===== src/hdl/lci_consts.svh =====
`ifndef LCI_CONSTS_SVH
`define LCI_CONSTS_SVH
// Channel count and address layout
`define LCI_NUM_CH          14
`define LCI_CH_STRIDE       8'h10
`define LCI_OFS_CODE        4'h3
`define LCI_OFS_IRQEN       4'h4
`define LCI_OFS_GLOBAL_IRQ  8'hE0
`define LCI_OFS_GLOBAL_LCV  8'hE5
// Coding register fields
`define LCI_BIT_CODE_SEL    5
`define LCI_BIT_RES_HI      4
`define LCI_BIT_RES_LO      3
`define LCI_BIT_INS_BPV     2
`define LCI_BIT_INS_BER     1
// Enable register fields
`define LCI_BIT_DRV_EN      6
`define LCI_BIT_FIFO_EN     5
`define LCI_BIT_LCV_EN      4
`define LCI_BIT_AIS_EN      2
`define LCI_BIT_LOS_EN      1
`define LCI_BIT_PAT_EN      0
// Global register bits
`define LCI_BIT_GIE         0
`define LCI_BIT_LCV_OVF_SEL 7
// Reset values
`define LCI_RST_REG         8'h00
`endif


===== src/hdl/lci_pkg.sv =====
package lci_pkg;
  // Line code chosen in single-rail mode
  typedef enum logic {LCI_CODE_ZS = 1'b0, LCI_CODE_AMI = 1'b1} lci_code_t;
  // Receive resistor choice
  typedef enum logic [1:0] {LCI_RES_NONE = 2'b00, LCI_RES_240 = 2'b01,
                            LCI_RES_210 = 2'b10, LCI_RES_150 = 2'b11} lci_res_t;
  // Microprocessor port request
  typedef struct packed {
    logic       cs;
    logic       wr;
    logic [7:0] addr;
    logic [7:0] wdata;
  } lci_bus_t;
  // Per-channel alarm status levels
  typedef struct packed {
    logic driverFail;
    logic fifoLimit;
    logic codeViolation;
    logic counterOverflow;
    logic allOnes;
    logic signalLoss;
    logic patternDetect;
  } lci_alarm_t;
endpackage


===== src/hdl/lci_insert_edge.sv =====
`timescale 1ns/1ps
// Rising-edge detector for an insert trigger, sampled on the transmit clock
module lci_insert_edge (
  // Clock and reset
  input  wire logic core_clk,
  input  wire logic rstn,
  // Transmit clock sampled as a synchronous input
  input  wire logic txLineClock,
  // Register bit and one-shot request
  input  wire logic trigger,
  output logic      insertPulse
);
  logic clkPrev, next_clkPrev;
  logic trigPrev, next_trigPrev;
  logic next_insertPulse;
  logic txRise;

  ////////////////////////////////////////////////////////////////////////////////
  // Sample only at transmit clock rising edges
  always_comb begin
    txRise           = txLineClock & ~clkPrev;
    next_clkPrev     = txLineClock;
    next_trigPrev    = trigPrev;
    next_insertPulse = 1'b0;
    if (txRise) begin
      next_trigPrev    = trigger;
      next_insertPulse = trigger & ~trigPrev;
    end
  end

  always_ff @(posedge core_clk) begin
    if (!rstn) begin
      clkPrev     <= 1'b0;
      trigPrev    <= 1'b0;
      insertPulse <= 1'b0;
    end else begin
      clkPrev     <= next_clkPrev;
      trigPrev    <= next_trigPrev;
      insertPulse <= next_insertPulse;
    end
  end
endmodule


===== src/hdl/lci_channel_regs.sv =====
`timescale 1ns/1ps
`include "lci_consts.svh"
// Address map
//   addr[7:4] picks the channel, 0 to 13
//   addr[3:0] 3 is the coding register
//   addr[3:0] 4 is the interrupt enable register
//   Channels 14 and 15 are not decoded
//   Other low nibbles are not decoded either
//   Unmapped writes are dropped
//   Unmapped reads return zero
//
// Bus timing
//   One request per cs-high cycle
//   Writes land at the edge that takes them
//   Read data follows one cycle later
//   Read data holds until the next read
//   Back-to-back requests are fine
//
// Coding register layout
//   Bits 7:6 and 0 spare but stored
//   Bit 5 line code, bits 4:3 resistor
//   Bit 2 violation insert, bit 1 error insert
//
// Enable register layout
//   Bits 7 and 3 spare but stored
//   Bits 6, 5, 4, 2, 1, 0 gate one source each
//
// Insert triggers
//   Transmit clocks are sampled as plain inputs
//   They must run below half the core clock
//   A trigger counts only at a transmit rise
//   A 0 then 1 between two rises is missed
//   Each pulse lasts one core cycle
//
// Interrupt path
//   Status follows the alarm levels, not sticky
//   Status never depends on the enables
//   Request is one cycle behind alarm inputs
//   Global registers live outside this block
//
// Reset
//   Synchronous, all registers clear to zero
//   Outputs clear on the same edge
//
module lci_channel_regs (
  // Clock and reset
  input  wire logic                  core_clk,
  input  wire logic                  rstn,
  // Microprocessor port
  input  wire lci_pkg::lci_bus_t     busReq,
  output logic [7:0]                 busRdata,
  // Global register bits held elsewhere
  input  wire logic [7:0]            globalIrqReg,
  input  wire logic [7:0]            globalLcvReg,
  // Per-channel transmit clocks and alarm levels
  input  wire logic [13:0]           txLineClock,
  input  wire lci_pkg::lci_alarm_t [13:0] alarmIn,
  // Per-channel controls to the datapath
  output lci_pkg::lci_code_t [13:0]  lineCodeSelect,
  output lci_pkg::lci_res_t  [13:0]  rxResistorSelect,
  output logic [13:0]                violationInsert,
  output logic [13:0]                bitErrorInsert,
  // Latest status snapshot and interrupt
  output logic [13:0][7:0]           alarmStatus,
  output logic                       irqReq
);
  import lci_pkg::*;

  logic [7:0] codeReg  [`LCI_NUM_CH];
  logic [7:0] irqEnReg [`LCI_NUM_CH];
  logic [7:0] next_codeReg  [`LCI_NUM_CH];
  logic [7:0] next_irqEnReg [`LCI_NUM_CH];
  logic [7:0] next_busRdata;
  logic [13:0][7:0] next_alarmStatus;
  logic [13:0] chanIrq;
  logic next_irqReq;
  lci_code_t [13:0] next_lineCodeSelect;
  lci_res_t  [13:0] next_rxResistorSelect;

  // Channel index when the address hits a channel, else 4'hF
  function automatic logic [3:0] chanOf(input logic [7:0] a);
    chanOf = (a[7:4] < 4'(`LCI_NUM_CH)) ? a[7:4] : 4'hF;
  endfunction

  // Status byte for one channel from live alarm levels
  function automatic logic [7:0] statusOf(input lci_alarm_t al, input logic ovfSel);
    statusOf = 8'h00;
    statusOf[`LCI_BIT_DRV_EN]  = al.driverFail;
    statusOf[`LCI_BIT_FIFO_EN] = al.fifoLimit;
    statusOf[`LCI_BIT_LCV_EN]  = ovfSel ? al.counterOverflow : al.codeViolation;
    statusOf[`LCI_BIT_AIS_EN]  = al.allOnes;
    statusOf[`LCI_BIT_LOS_EN]  = al.signalLoss;
    statusOf[`LCI_BIT_PAT_EN]  = al.patternDetect;
  endfunction

  ////////////////////////////////////////////////////////////////////////////////
  // Register writes and read mux
  always_comb begin
    logic [3:0] ch;
    ch = chanOf(busReq.addr);
    next_busRdata = busRdata;
    for (int i = 0; i < `LCI_NUM_CH; i++) begin
      next_codeReg[i]  = codeReg[i];
      next_irqEnReg[i] = irqEnReg[i];
    end
    if (busReq.cs && ch != 4'hF) begin
      if (busReq.wr) begin
        if (busReq.addr[3:0] == `LCI_OFS_CODE)
          next_codeReg[ch] = busReq.wdata;
        else if (busReq.addr[3:0] == `LCI_OFS_IRQEN)
          next_irqEnReg[ch] = busReq.wdata;
      end else begin
        if (busReq.addr[3:0] == `LCI_OFS_CODE)
          next_busRdata = codeReg[ch];
        else if (busReq.addr[3:0] == `LCI_OFS_IRQEN)
          next_busRdata = irqEnReg[ch];
        else
          next_busRdata = 8'h00;
      end
    end else if (busReq.cs && !busReq.wr) begin
      next_busRdata = 8'h00;
    end
  end

  always_ff @(posedge core_clk) begin
    if (!rstn) begin
      for (int i = 0; i < `LCI_NUM_CH; i++) begin
        codeReg[i]  <= `LCI_RST_REG;
        irqEnReg[i] <= `LCI_RST_REG;
      end
      busRdata <= 8'h00;
    end else begin
      for (int i = 0; i < `LCI_NUM_CH; i++) begin
        codeReg[i]  <= next_codeReg[i];
        irqEnReg[i] <= next_irqEnReg[i];
      end
      busRdata <= next_busRdata;
    end
  end

  ////////////////////////////////////////////////////////////////////////////////
  // Status snapshot and interrupt request
  always_comb begin
    for (int i = 0; i < `LCI_NUM_CH; i++) begin
      next_alarmStatus[i] = statusOf(alarmIn[i], globalLcvReg[`LCI_BIT_LCV_OVF_SEL]);
      chanIrq[i] = |(next_alarmStatus[i] & irqEnReg[i]);
    end
    next_irqReq = globalIrqReg[`LCI_BIT_GIE] & (|chanIrq);
  end

  always_ff @(posedge core_clk) begin
    if (!rstn) begin
      alarmStatus <= '0;
      irqReq      <= 1'b0;
    end else begin
      alarmStatus <= next_alarmStatus;
      irqReq      <= next_irqReq;
    end
  end

  ////////////////////////////////////////////////////////////////////////////////
  // Field values decoded from the coding registers
  always_comb begin
    for (int i = 0; i < `LCI_NUM_CH; i++) begin
      next_lineCodeSelect[i]   = lci_code_t'(codeReg[i][`LCI_BIT_CODE_SEL]);
      next_rxResistorSelect[i] = lci_res_t'(codeReg[i][`LCI_BIT_RES_HI:`LCI_BIT_RES_LO]);
    end
  end

  // Field outputs registered straight from flops
  always_ff @(posedge core_clk) begin
    if (!rstn) begin
      for (int i = 0; i < `LCI_NUM_CH; i++) begin
        lineCodeSelect[i]   <= LCI_CODE_ZS;
        rxResistorSelect[i] <= LCI_RES_NONE;
      end
    end else begin
      for (int i = 0; i < `LCI_NUM_CH; i++) begin
        lineCodeSelect[i]   <= next_lineCodeSelect[i];
        rxResistorSelect[i] <= next_rxResistorSelect[i];
      end
    end
  end

  // Insert edge detectors, two per channel

  for (genvar g = 0; g < `LCI_NUM_CH; g++) begin : gEdge
    lci_insert_edge uBpv (
      .core_clk    (core_clk),
      .rstn        (rstn),
      .txLineClock (txLineClock[g]),
      .trigger     (codeReg[g][`LCI_BIT_INS_BPV]),
      .insertPulse (violationInsert[g])
    );
    lci_insert_edge uBer (
      .core_clk    (core_clk),
      .rstn        (rstn),
      .txLineClock (txLineClock[g]),
      .trigger     (codeReg[g][`LCI_BIT_INS_BER]),
      .insertPulse (bitErrorInsert[g])
    );
  end
endmodule


===== config.mk =====
export PLATFORM = sky130hd
export DESIGN_NAME = lci_channel_regs
export DESIGN_NICKNAME = d
export VERILOG_FILES = /design/src/hdl/lci_pkg.sv /design/src/hdl/lci_insert_edge.sv /design/src/hdl/lci_channel_regs.sv
export VERILOG_INCLUDE_DIRS = /design/src /design/src/hdl
export SDC_FILE = /design/constraint.sdc
export NUM_CORES = 1
export LEC_CHECK = 0
export ABC_AREA = 1
export BUFFER_PORTS_ARGS = -buffer_cell sky130_fd_sc_hd__buf_2
export CAP_MARGIN = 20
export CORE_ASPECT_RATIO = 1.4
export CORE_MARGIN = 1.5
export CORE_UTILIZATION = 59
export DETAILED_ROUTE_END_ITERATION = 7
export PLACE_DENSITY = 0.82
export SLEW_MARGIN = 25
export SYNTH_ARGS = -nofsm -noshare
export SYNTH_HDL_FRONTEND = slang
export SYNTH_SLANG_ARGS = --single-unit

===== constraint.sdc =====
create_clock -name core_clk -period 5 [get_ports core_clk]
set_input_delay 1.5 -clock core_clk [delete_from_list [all_inputs] [get_ports core_clk]]
set_output_delay 1.5 -clock core_clk [all_outputs]
set_load 0.1 [all_outputs]

==> metrics, run 1 <==
vias in the first global route around 15,000; WP data arrival 3.83 ns; CP Max Fanout 36; post-synthesis compound-gate area fraction 0.1588; minimum clock period between 3 and 4 ns; GRT overflow 0; initial antenna violation count 7; Port Buffers roughly 300; Max VDD drop between 200 and 300 uV; Syn Inst Count approximately 2,400; clock latency at the later pin of the worst-skew pair approximately 0.55 ns; routed len/inst approximately 16 um; worst setup margin 1.626 ns; skew final ~0.013 ns; Placer Congestion between 0.8 and 0.9; Post-Syn Area between 0.015 and 0.02 mm^2; Post-Synth Simple-Gate Area 0.2138; Seq/Total Area, Yosys 0.4924; area share of xor/xnor cells in the synthesized design 0; cell at the root of the clock tree clkbuf_16; Yosys Warn Count 0; slew of the pin with the lowest slew margin between 0.9 and 1 ns; Crit. End Element flip-flop; antenna-violating nets left 0; pre-CTS setup slack between 1 and 1.5 ns; mux share of post-synthesis cell area 0.004017; Post-Syn Area per Cell 7.276 um^2; largest net degree at the start of global routing around 180; fin crit share 0.6748; post-synthesis register bit count between 400 and 500; Final Hold Viols 0; status finished, final reports clean; Remaining DRCs 0; Rel. slew slack 0.3484; setup TNS 0 ns; Hold Path Class reg2reg; Finished Layout Cells roughly 3,000; Iter 0 DRT Violations ~1,600; CTS tree built; die width approximately 150 um; max-slew violation count 0; main combinational cell family by area after synthesis simple AND/OR/NAND/NOR gates; leakage 9.770 nW; Placement Rows between 70 and 80; final number of setup-violating endpoints 0; htree depth 2; CP Class in2reg; Clock Pin Slew Worst Setup and Hold Paths 0.06 ns; core area between 0.02 and 0.03 mm^2; cts bufs inserted 40; Initial Util 0.5980; die area ~0.031 mm^2; first-pass GRT wire length roughly 75,000 um; DR vias 16,280; GR Util All Layers 0.3082; router iterations before antenna repair 6; RSZ-0062 raised after global routing no; Synth Area in Adders 0; most common cell after layout, fill and taps aside nand2_1; P per Cell Area approximately 380 mW/mm^2; placed cells ~2,900; nets about 2,700; clk buf depth 3; drt total wl ~50,000 um; post-cts sizing count 0; # Post-CTS Setup Buffers 0; post-DP HPWL 32,040 um; clock sink count roughly 430; Area growth syn-to-layout 15.01%; Max Freq between 200 and 300 MHz; CP Launch Type input pin; chip height around 210 um; I/O pins ~340; CTS Hold Bufs 0; Max-Cap Viols 0; share of cells above drive strength 1 0.1637; Synth cell types 29; most frequent cells in the layout nand2_1 (455), dfxtp_1 (429), inv_1 (310); critical path required time between 5 and 6 ns; DR vias/cell between 5 and 6
logic make-up after synthesis:
logic type	count (synthesis)
AND/OR/NAND/NOR	890
AO/OA/AOI/OAI	538
buffers and inverters	532
flip-flops	429
multiplexers	7
other	1
through the flow:
stage / hold slack (ns) / cell area (um^2) / util / total power, W
CTS: 0.4140 / 20050 / 0.6875 / 0.007638
finish: 0.4141 / 20060 / 0.6878 / 0.007627
global route: 0.4202 / 20050 / 0.6876 / 0.007845
floorplan: 0.3913 / 17540 / - / 0.004252
global placement: 0.4006 / 18640 / 0.6390 / 0.004417
detailed placement: 0.4026 / 18640 / 0.6390 / 0.004433
final cells by class:
type                       count  area, um^2
fill                        2487        9106
inverter                     339        1272
timing repair buffer         311        1629
multi-input combinational   1463        6673
tap                          380       475.5
clock buffer                  56        1172
antenna                        3       7.507
clock inverter                16       241.5
sequential                   429        8588
Yosys cell counts:
| master | count | area, um^2 |
|---|---|---|
| nand2_4 | 1 | 11.26 |
| nor2_1 | 256 | 960.9 |
| buf_6 | 1 | 11.26 |
| nor2_2 | 7 | 43.79 |
| clkbuf_1 | 79 | 296.5 |
| a221oi_1 | 14 | 122.6 |
| nand2_1 | 455 | 1708 |
| a21oi_1 | 229 | 1146 |
| mux2i_1 | 7 | 70.07 |
| nor3_1 | 27 | 135.1 |
| o22ai_1 | 4 | 25.02 |
| nand2_2 | 1 | 6.260 |
| nor2_4 | 9 | 101.4 |
| inv_1 | 310 | 1164 |
| buf_1 | 15 | 56.30 |
| a22o_1 | 2 | 17.52 |
| o21ai_0 | 268 | 1341 |
| nor3_4 | 2 | 32.53 |
| nor4_1 | 2 | 12.51 |
| inv_2 | 29 | 108.9 |
| o21ai_1 | 20 | 100.1 |
| buf_4 | 62 | 465.5 |
| nand3_2 | 1 | 10.01 |
| buf_2 | 36 | 180.2 |
| nand3_1 | 80 | 400.4 |
| conb_1 | 1 | 3.750 |
| nand4_1 | 49 | 306.5 |
| dfxtp_1 | 429 | 8588 |
| a21oi_4 | 1 | 16.27 |
registers in the layout, indices dropped and copies added (netlist names):
register                count
alarmStatus                84
busRdata                    8
codeReg                   112
gEdge.uBer.clkPrev         13
gEdge.uBer.insertPulse     14
gEdge.uBer.trigPrev        14
gEdge.uBpv.clkPrev          1
gEdge.uBpv.insertPulse     14
gEdge.uBpv.trigPrev        14
irqEnReg                  112
irqReq                      1
lineCodeSelect             14
rxResistorSelect           28
critical path, cell delays in order:
cell and delay, ns:
buf_2 0.11, inv_2 0.55, nand2_2 0.51, buf_4 0.37
o21ai_0 0.16, nand2_1 0.06, a21oi_1 0.15, nand2_1 0.12
nand2_1 0.08, nand2_1 0.06, a21oi_1 0.13
path summary, 6_finish.rpt:
kind,cells past startpoint,slack [ns],startpoint,endpoint
worst min register to register,1,0.41,gEdge[0].uBpv.trigPrev,gEdge[0].uBpv.insertPulse
worst min-delay path,1,0.41,gEdge[0].uBpv.trigPrev,gEdge[0].uBpv.insertPulse
worst max-delay path,11,1.63,busReq[12],busRdata[5]
worst max register to register,6,3.36,irqEnReg[12][1],irqReq
routing by layer:
| metal | track usage | routed length (um) | vias to the layer above |
|---|---|---|---|
| li1 | - | - | 7879 |
| met3 | 0.05585 | 4155 | 201 |
| met1 | 0.3427 | 17740 | 7387 |
| met5 | 0 | 37 | - |
| met2 | 0.5340 | 23670 | 804 |
| met4 | 0.2122 | 3223 | 8 |
where the power goes:
group          internal, W  switching, W
Clock              0.00195       0.00131
Combinational     0.000162      0.000714
Sequential         0.00348     0.0000179
Power figures use the tool's default switching activity.
==> run 2: changes to the inputs <==
--- a/config.mk
+++ b/config.mk
@@ -6,14 +6,14 @@
 export SDC_FILE = /design/constraint.sdc
 export NUM_CORES = 1
 export LEC_CHECK = 0
-export ABC_AREA = 1
+export ABC_AREA = 0
 export BUFFER_PORTS_ARGS = -buffer_cell sky130_fd_sc_hd__buf_2
 export CAP_MARGIN = 20
 export CORE_ASPECT_RATIO = 1.4
 export CORE_MARGIN = 1.5
-export CORE_UTILIZATION = 59
+export CORE_UTILIZATION = 55
 export DETAILED_ROUTE_END_ITERATION = 7
-export PLACE_DENSITY = 0.82
+export PLACE_DENSITY = 0.77
 export SLEW_MARGIN = 25
 export SYNTH_ARGS = -nofsm -noshare
 export SYNTH_HDL_FRONTEND = slang
==> constraint.sdc (replaced) <==
create_clock -name core_clk -period 3.5 [get_ports core_clk]
set_input_delay 1.05 -clock core_clk [delete_from_list [all_inputs] [get_ports core_clk]]
set_output_delay 1.05 -clock core_clk [all_outputs]
set_load 0.1 [all_outputs]
==> run 2 against run 1 <==
Compared with the run above: synthesized cell count is 23% lower; highest routed layer is now met4; sequential share of layout area down 0.86 points; clock power increased by 40%; combinational power is 31% higher; critical path depth shrank 4; routed wire length grew 4.4%.
==> metrics, run 2 <==
Seq/Total Area, Yosys 0.4914; clk buf depth 3; Port Buffers 296; htree depth 2; Remaining DRCs 0; antenna-violating nets left 0; Yosys Warn Count 0; Hold Path Class reg2reg; first-pass GRT wire length between 70,000 and 80,000 um; DR vias/cell roughly 5.7; router iterations before antenna repair 6; Post-Syn Area approximately 0.017 mm^2; crit path buf inv count 3; synth top area cells dfxtp_1 (49%), nand2_1 (7.8%), mux2i_1 (6.1%); Placer Congestion 0.9556; post-cts sizing count 0; most common cell after layout, fill and taps aside dfxtp_1; DR vias between 10,000 and 15,000; GRT overflow 0; WP data arrival 3.04 ns; Post-Syn Area per Cell around 9.5 um^2; EDFF count, synth 0; Post-Place Cell Area about 0.019 mm^2; Max-Cap Viols 0; CP Class in2reg; routed len/inst a little over 20 um; cell at the root of the clock tree clkbuf_16; CTS Hold Bufs 0; GR Util All Layers 0.3049; cell taking the most area after synthesis dfxtp_1; core area roughly 0.031 mm^2; top cells by count, synth dfxtp_1 (429), nand2_1 (362), a21boi_0 (130), and2_1 (121), mux2i_1 (106); CP Launch Type input pin; Rel. slew slack 0.3656; skew final 0.01658 ns; Initial Util 0.5565; Area growth syn-to-layout 17.12%; biggest regs codeReg x112, irqEnReg x112, alarmStatus x84; status finished, final reports clean; CTS tree built; initial antenna violation count 0; # Post-CTS Setup Buffers 0; largest net degree at the start of global routing 120; top cell type's share of synthesized area 0.4914; Primary FF master, synth dfxtp_1; minimum clock period ~2.6 ns; cts bufs inserted 40; fin crit share 0.7512; most frequent cells in the layout dfxtp_1 (429), nand2_1 (362), buf_2 (295); cell area after layout slightly above 0.02 mm^2; crit path cell chain buf_2, buf_4, nor2b_1, buf_4, a21oi_1, a32oi_1, o21ai_1; nets around 2,200; Max Freq 380.4 MHz; Placement Rows slightly below 80; critical path required time roughly 4 ns; clock sink count 429; Syn Inst Count 1,844; pre-CTS setup slack 0.3771 ns; slew of the pin with the lowest slew margin between 0.9 and 1 ns; Iter 0 DRT Violations around 1,100; final core area utilization 0.6518; chip height around 210 um; leakage around 8 nW; die area 0.03287 mm^2; post-synthesis register bit count 429; Crit. End Element flip-flop; setup TNS 0 ns; Top delay family on crit path buffers and inverters; I/O pins ~340; Clock Pin Slew Worst Setup and Hold Paths roughly 0.06 ns; RSZ-0062 raised after global routing no; Synth cell types 59; cell with the most instances after synthesis dfxtp_1; die width 153.7 um; P per Cell Area about 520 mW/mm^2; Worst path max stage delay around 0.47 ns; vias in the first global route 14,100; ANT cells 0; final number of setup-violating endpoints 0; Post-synth ARST share 0; slowest CP cell nor2b_1; post-DP HPWL around 36,000 um; clock latency at the later pin of the worst-skew pair approximately 0.55 ns; Final Hold Viols 0; worst setup margin between 0.8 and 0.9 ns; Finished Layout Cells between 2,000 and 3,000; max-slew violation count 0; share of cells above drive strength 1 0.2264; CP most frequent cell buf_4; drt total wl between 50,000 and 60,000 um; placed cells about 2,400; Max VDD drop between 400 and 500 uV; CP Max Fanout 17
==> run 2: through the flow <==
step                hold slack (ns)  power (W)
CTS                          0.4251    0.01071
global route                 0.4363    0.01095
finish                       0.4228    0.01066
floorplan                    0.3989   0.005964
global placement             0.4073   0.006206
detailed placement           0.4155   0.006217
==> run 2: cells by family (layout without fill, tap and decap cells) <==
logic type / after synthesis / count (layout) / synth area share
flip-flops: 429 / 429 / 0.4914
multiplexers: 147 / 147 / 0.09936
AND/OR/NAND/NOR: 726 / 726 / 0.2100
AO/OA/AOI/OAI: 344 / 344 / 0.1432
other: 1 / 28 / 0.0002146
buffers and inverters: 197 / 442 / 0.05584
==> run 2: final timing paths <==
kind | from | cells after the start | endpoint | slack [ns]
min | gEdge[4].uBpv.trigPrev | 1 | gEdge[4].uBpv.insertPulse | 0.42
max reg2reg | irqEnReg[4][2] | 5 | irqReq | 1.62
max | busReq[13] | 7 | busRdata[5] | 0.87
min reg2reg | gEdge[4].uBpv.trigPrev | 1 | gEdge[4].uBpv.insertPulse | 0.42
==> run 2: report_power, final <==
| group | total (W) | internal [W] | switching, W |
|---|---|---|---|
| Combinational | 0.00115 | 0.000259 | 0.000892 |
| Clock | 0.00455 | 0.00267 | 0.00187 |
| Sequential | 0.00497 | 0.00495 | 0.0000209 |
| Total | 0.0107 | 0.00788 | 0.00279 |
==> run 2: area by class of cell <==
class                   instances  area [um^2]
inverters                      23        86.33
flip-flops and latches        429         8588
well taps                     395        494.2
fillers                      2570        10940
repair buffers                347         1898
clock buffers                  59         1235
clock inverters                13        153.9
multi-input cells            1245         8015
==> run 2: layer usage <==
metal  track usage  vias up  share of wire
li1              -     6688              -
met1        0.3487     6828           0.38
met2        0.5125      631           0.48
met3       0.04597      181          0.060
met4        0.2307        0          0.078
met5             0        -              0
==> run 3: changes to the inputs <==
--- a/config.mk
+++ b/config.mk
@@ -11,9 +11,9 @@
 export CAP_MARGIN = 20
 export CORE_ASPECT_RATIO = 1.4
 export CORE_MARGIN = 1.5
-export CORE_UTILIZATION = 55
+export CORE_UTILIZATION = 50
 export DETAILED_ROUTE_END_ITERATION = 7
-export PLACE_DENSITY = 0.77
+export PLACE_DENSITY = 0.74
 export SLEW_MARGIN = 25
 export SYNTH_ARGS = -nofsm -noshare
 export SYNTH_HDL_FRONTEND = slang
==> constraint.sdc (replaced) <==
create_clock -name core_clk -period 2.2 [get_ports core_clk]
set_input_delay 0.66 -clock core_clk [delete_from_list [all_inputs] [get_ports core_clk]]
set_output_delay 0.66 -clock core_clk [all_outputs]
set_load 0.1 [all_outputs]
==> run 3 against run 2 <==
Compared with the run above: die area up 9.8%; highest routed layer unchanged; sequential share of layout area down 1.9 points; global-route usage is 1.4 points lower; routed wire length up 4.2%; combinational power rose by 70%.
==> metrics, run 3 (same netlist as run 2, synthesis figures left out) <==
post-cts sizing count 0; router iterations before antenna repair 5; Initial Util 0.5106; Area growth syn-to-layout 22.64%; I/O pins between 300 and 400; Placement Rows 80; final number of setup-violating endpoints 0; share of cells above drive strength 1 0.2569; Rel. slew slack 0.5317; Crit. End Element output port; skew final about 0.015 ns; storage element area roughly 0.0086 mm^2; leakage between 8 and 9 nW; CTS tree built; core area about 0.034 mm^2; Max Freq around 480 MHz; vias in the first global route 14,580; clock network power share 0.424; combinational share of power 0.114; die area around 0.036 mm^2; crit path buf inv count 1; chip height approximately 220 um; initial antenna violation count 1; start point of the critical path busRdata[6]; fillers 2,897; GR Util All Layers 0.2912; max-slew violation count 0; HP Start alarmIn[42]; clock sink count between 400 and 500; crit path cell chain buf_2; CP Max Fanout 2; Iter 0 DRT Violations ~1,000; clock latency at the later pin of the worst-skew pair 0.55 ns; # Post-CTS Setup Buffers 0; nets about 2,300; fin crit share 0.9539; first-pass GRT wire length 80,920 um; slew of the pin with the lowest slew margin roughly 0.70 ns; sw frac 0.2607; clk buf depth 3; setup TNS 0 ns; Port Buffers about 300; CP Class reg2out; cts bufs inserted 41; reg2reg start irqEnReg[4][2]; most common cell after layout, fill and taps aside dfxtp_1; CP Launch Type flip-flop; CTS Hold Bufs 0; Final Total Pwr 0.01710 W; Reg power frac 0.462; Max-Cap Viols 0; P per Cell Area about 800 mW/mm^2; WP data arrival around 1.4 ns; critical path required time approximately 1.5 ns; GRT overflow 0; antenna-violating nets left 0; cell at the root of the clock tree clkbuf_16; htree depth 2; status finished, final reports clean; Int Power approximately 0.013 W; drt total wl between 50,000 and 60,000 um; slowest CP cell buf_2; Top delay family on crit path buffers and inverters; Hold Path Class in2reg; Multi-input gate area ~0.0080 mm^2; DR vias between 10,000 and 15,000; net switching power about 0.0045 W; Final Hold Viols 0; routed len/inst 19.96 um; post-DP HPWL ~40,000 um; Placer Congestion 0.9480; RSZ-0062 raised after global routing no; largest net degree at the start of global routing around 140; die width roughly 160 um; biggest regs codeReg x112, irqEnReg x112, alarmStatus x84; most frequent cells in the layout dfxtp_1 (429), nand2_1 (362), buf_2 (295); minimum clock period 2.099 ns; Worst path max stage delay roughly 0.47 ns; Clock Pin Slew Worst Setup and Hold Paths 0.06 ns; Remaining DRCs 0; Max VDD drop between 700 and 800 uV; DR vias/cell about 5.4
run 3: routing by layer:
layer	track usage	part of all wire	vias to the layer above
li1	-	-	6890
met1	0.3261	0.38	6844
met2	0.5170	0.50	558
met3	0.03670	0.050	159
met4	0.1932	0.068	0
met5	0	0	-
run 3: path summary, 6_finish.rpt:
path | to | slack, ns | cells past startpoint
setup reg to reg | irqReq | 0.34 | 6
setup / recovery | busRdata[6] | 0.10 | 1
hold / removal | alarmStatus[48] | 0.33 | 2
hold reg to reg | gEdge[4].uBpv.insertPulse | 0.42 | 1
run 3: power groups by stage:
stage          Sequential (W)  Clock [W]  Combinational, W
2_1_floorplan         0.00871          0          0.000779
5_1_grt               0.00791    0.00767           0.00202
3_3_place_gp          0.00807          0           0.00192
4_1_cts               0.00790    0.00734           0.00194
3_5_place_dp          0.00808          0           0.00193
6_report              0.00790    0.00725           0.00195
run 3: layout make-up:
class                   count  share of cell area
diodes                      1           0.0001167
clock buffers              58             0.05610
clock inverters            13            0.008114
inverters                  23            0.004028
multi-input cells        1245              0.3739
flip-flops and latches    429              0.4007
well taps                 451             0.02633
repair buffers            439              0.1307
run 3: through the flow:
stage	hold WS [ns]	area [um^2]	instances	setup WS (ns)	util
6_report	0.3341	21430	2659	0.1015	0.6261
5_1_grt	0.3289	21430	2659	0.08174	0.6261
4_1_cts	0.3214	21430	2658	0.09484	0.6261
3_5_place_dp	0.4103	20060	2587	-0.3144	0.5859
3_3_place_gp	0.4068	20060	2587	-0.3072	0.5859
2_1_floorplan	0.3989	17580	1871	0.05196	-
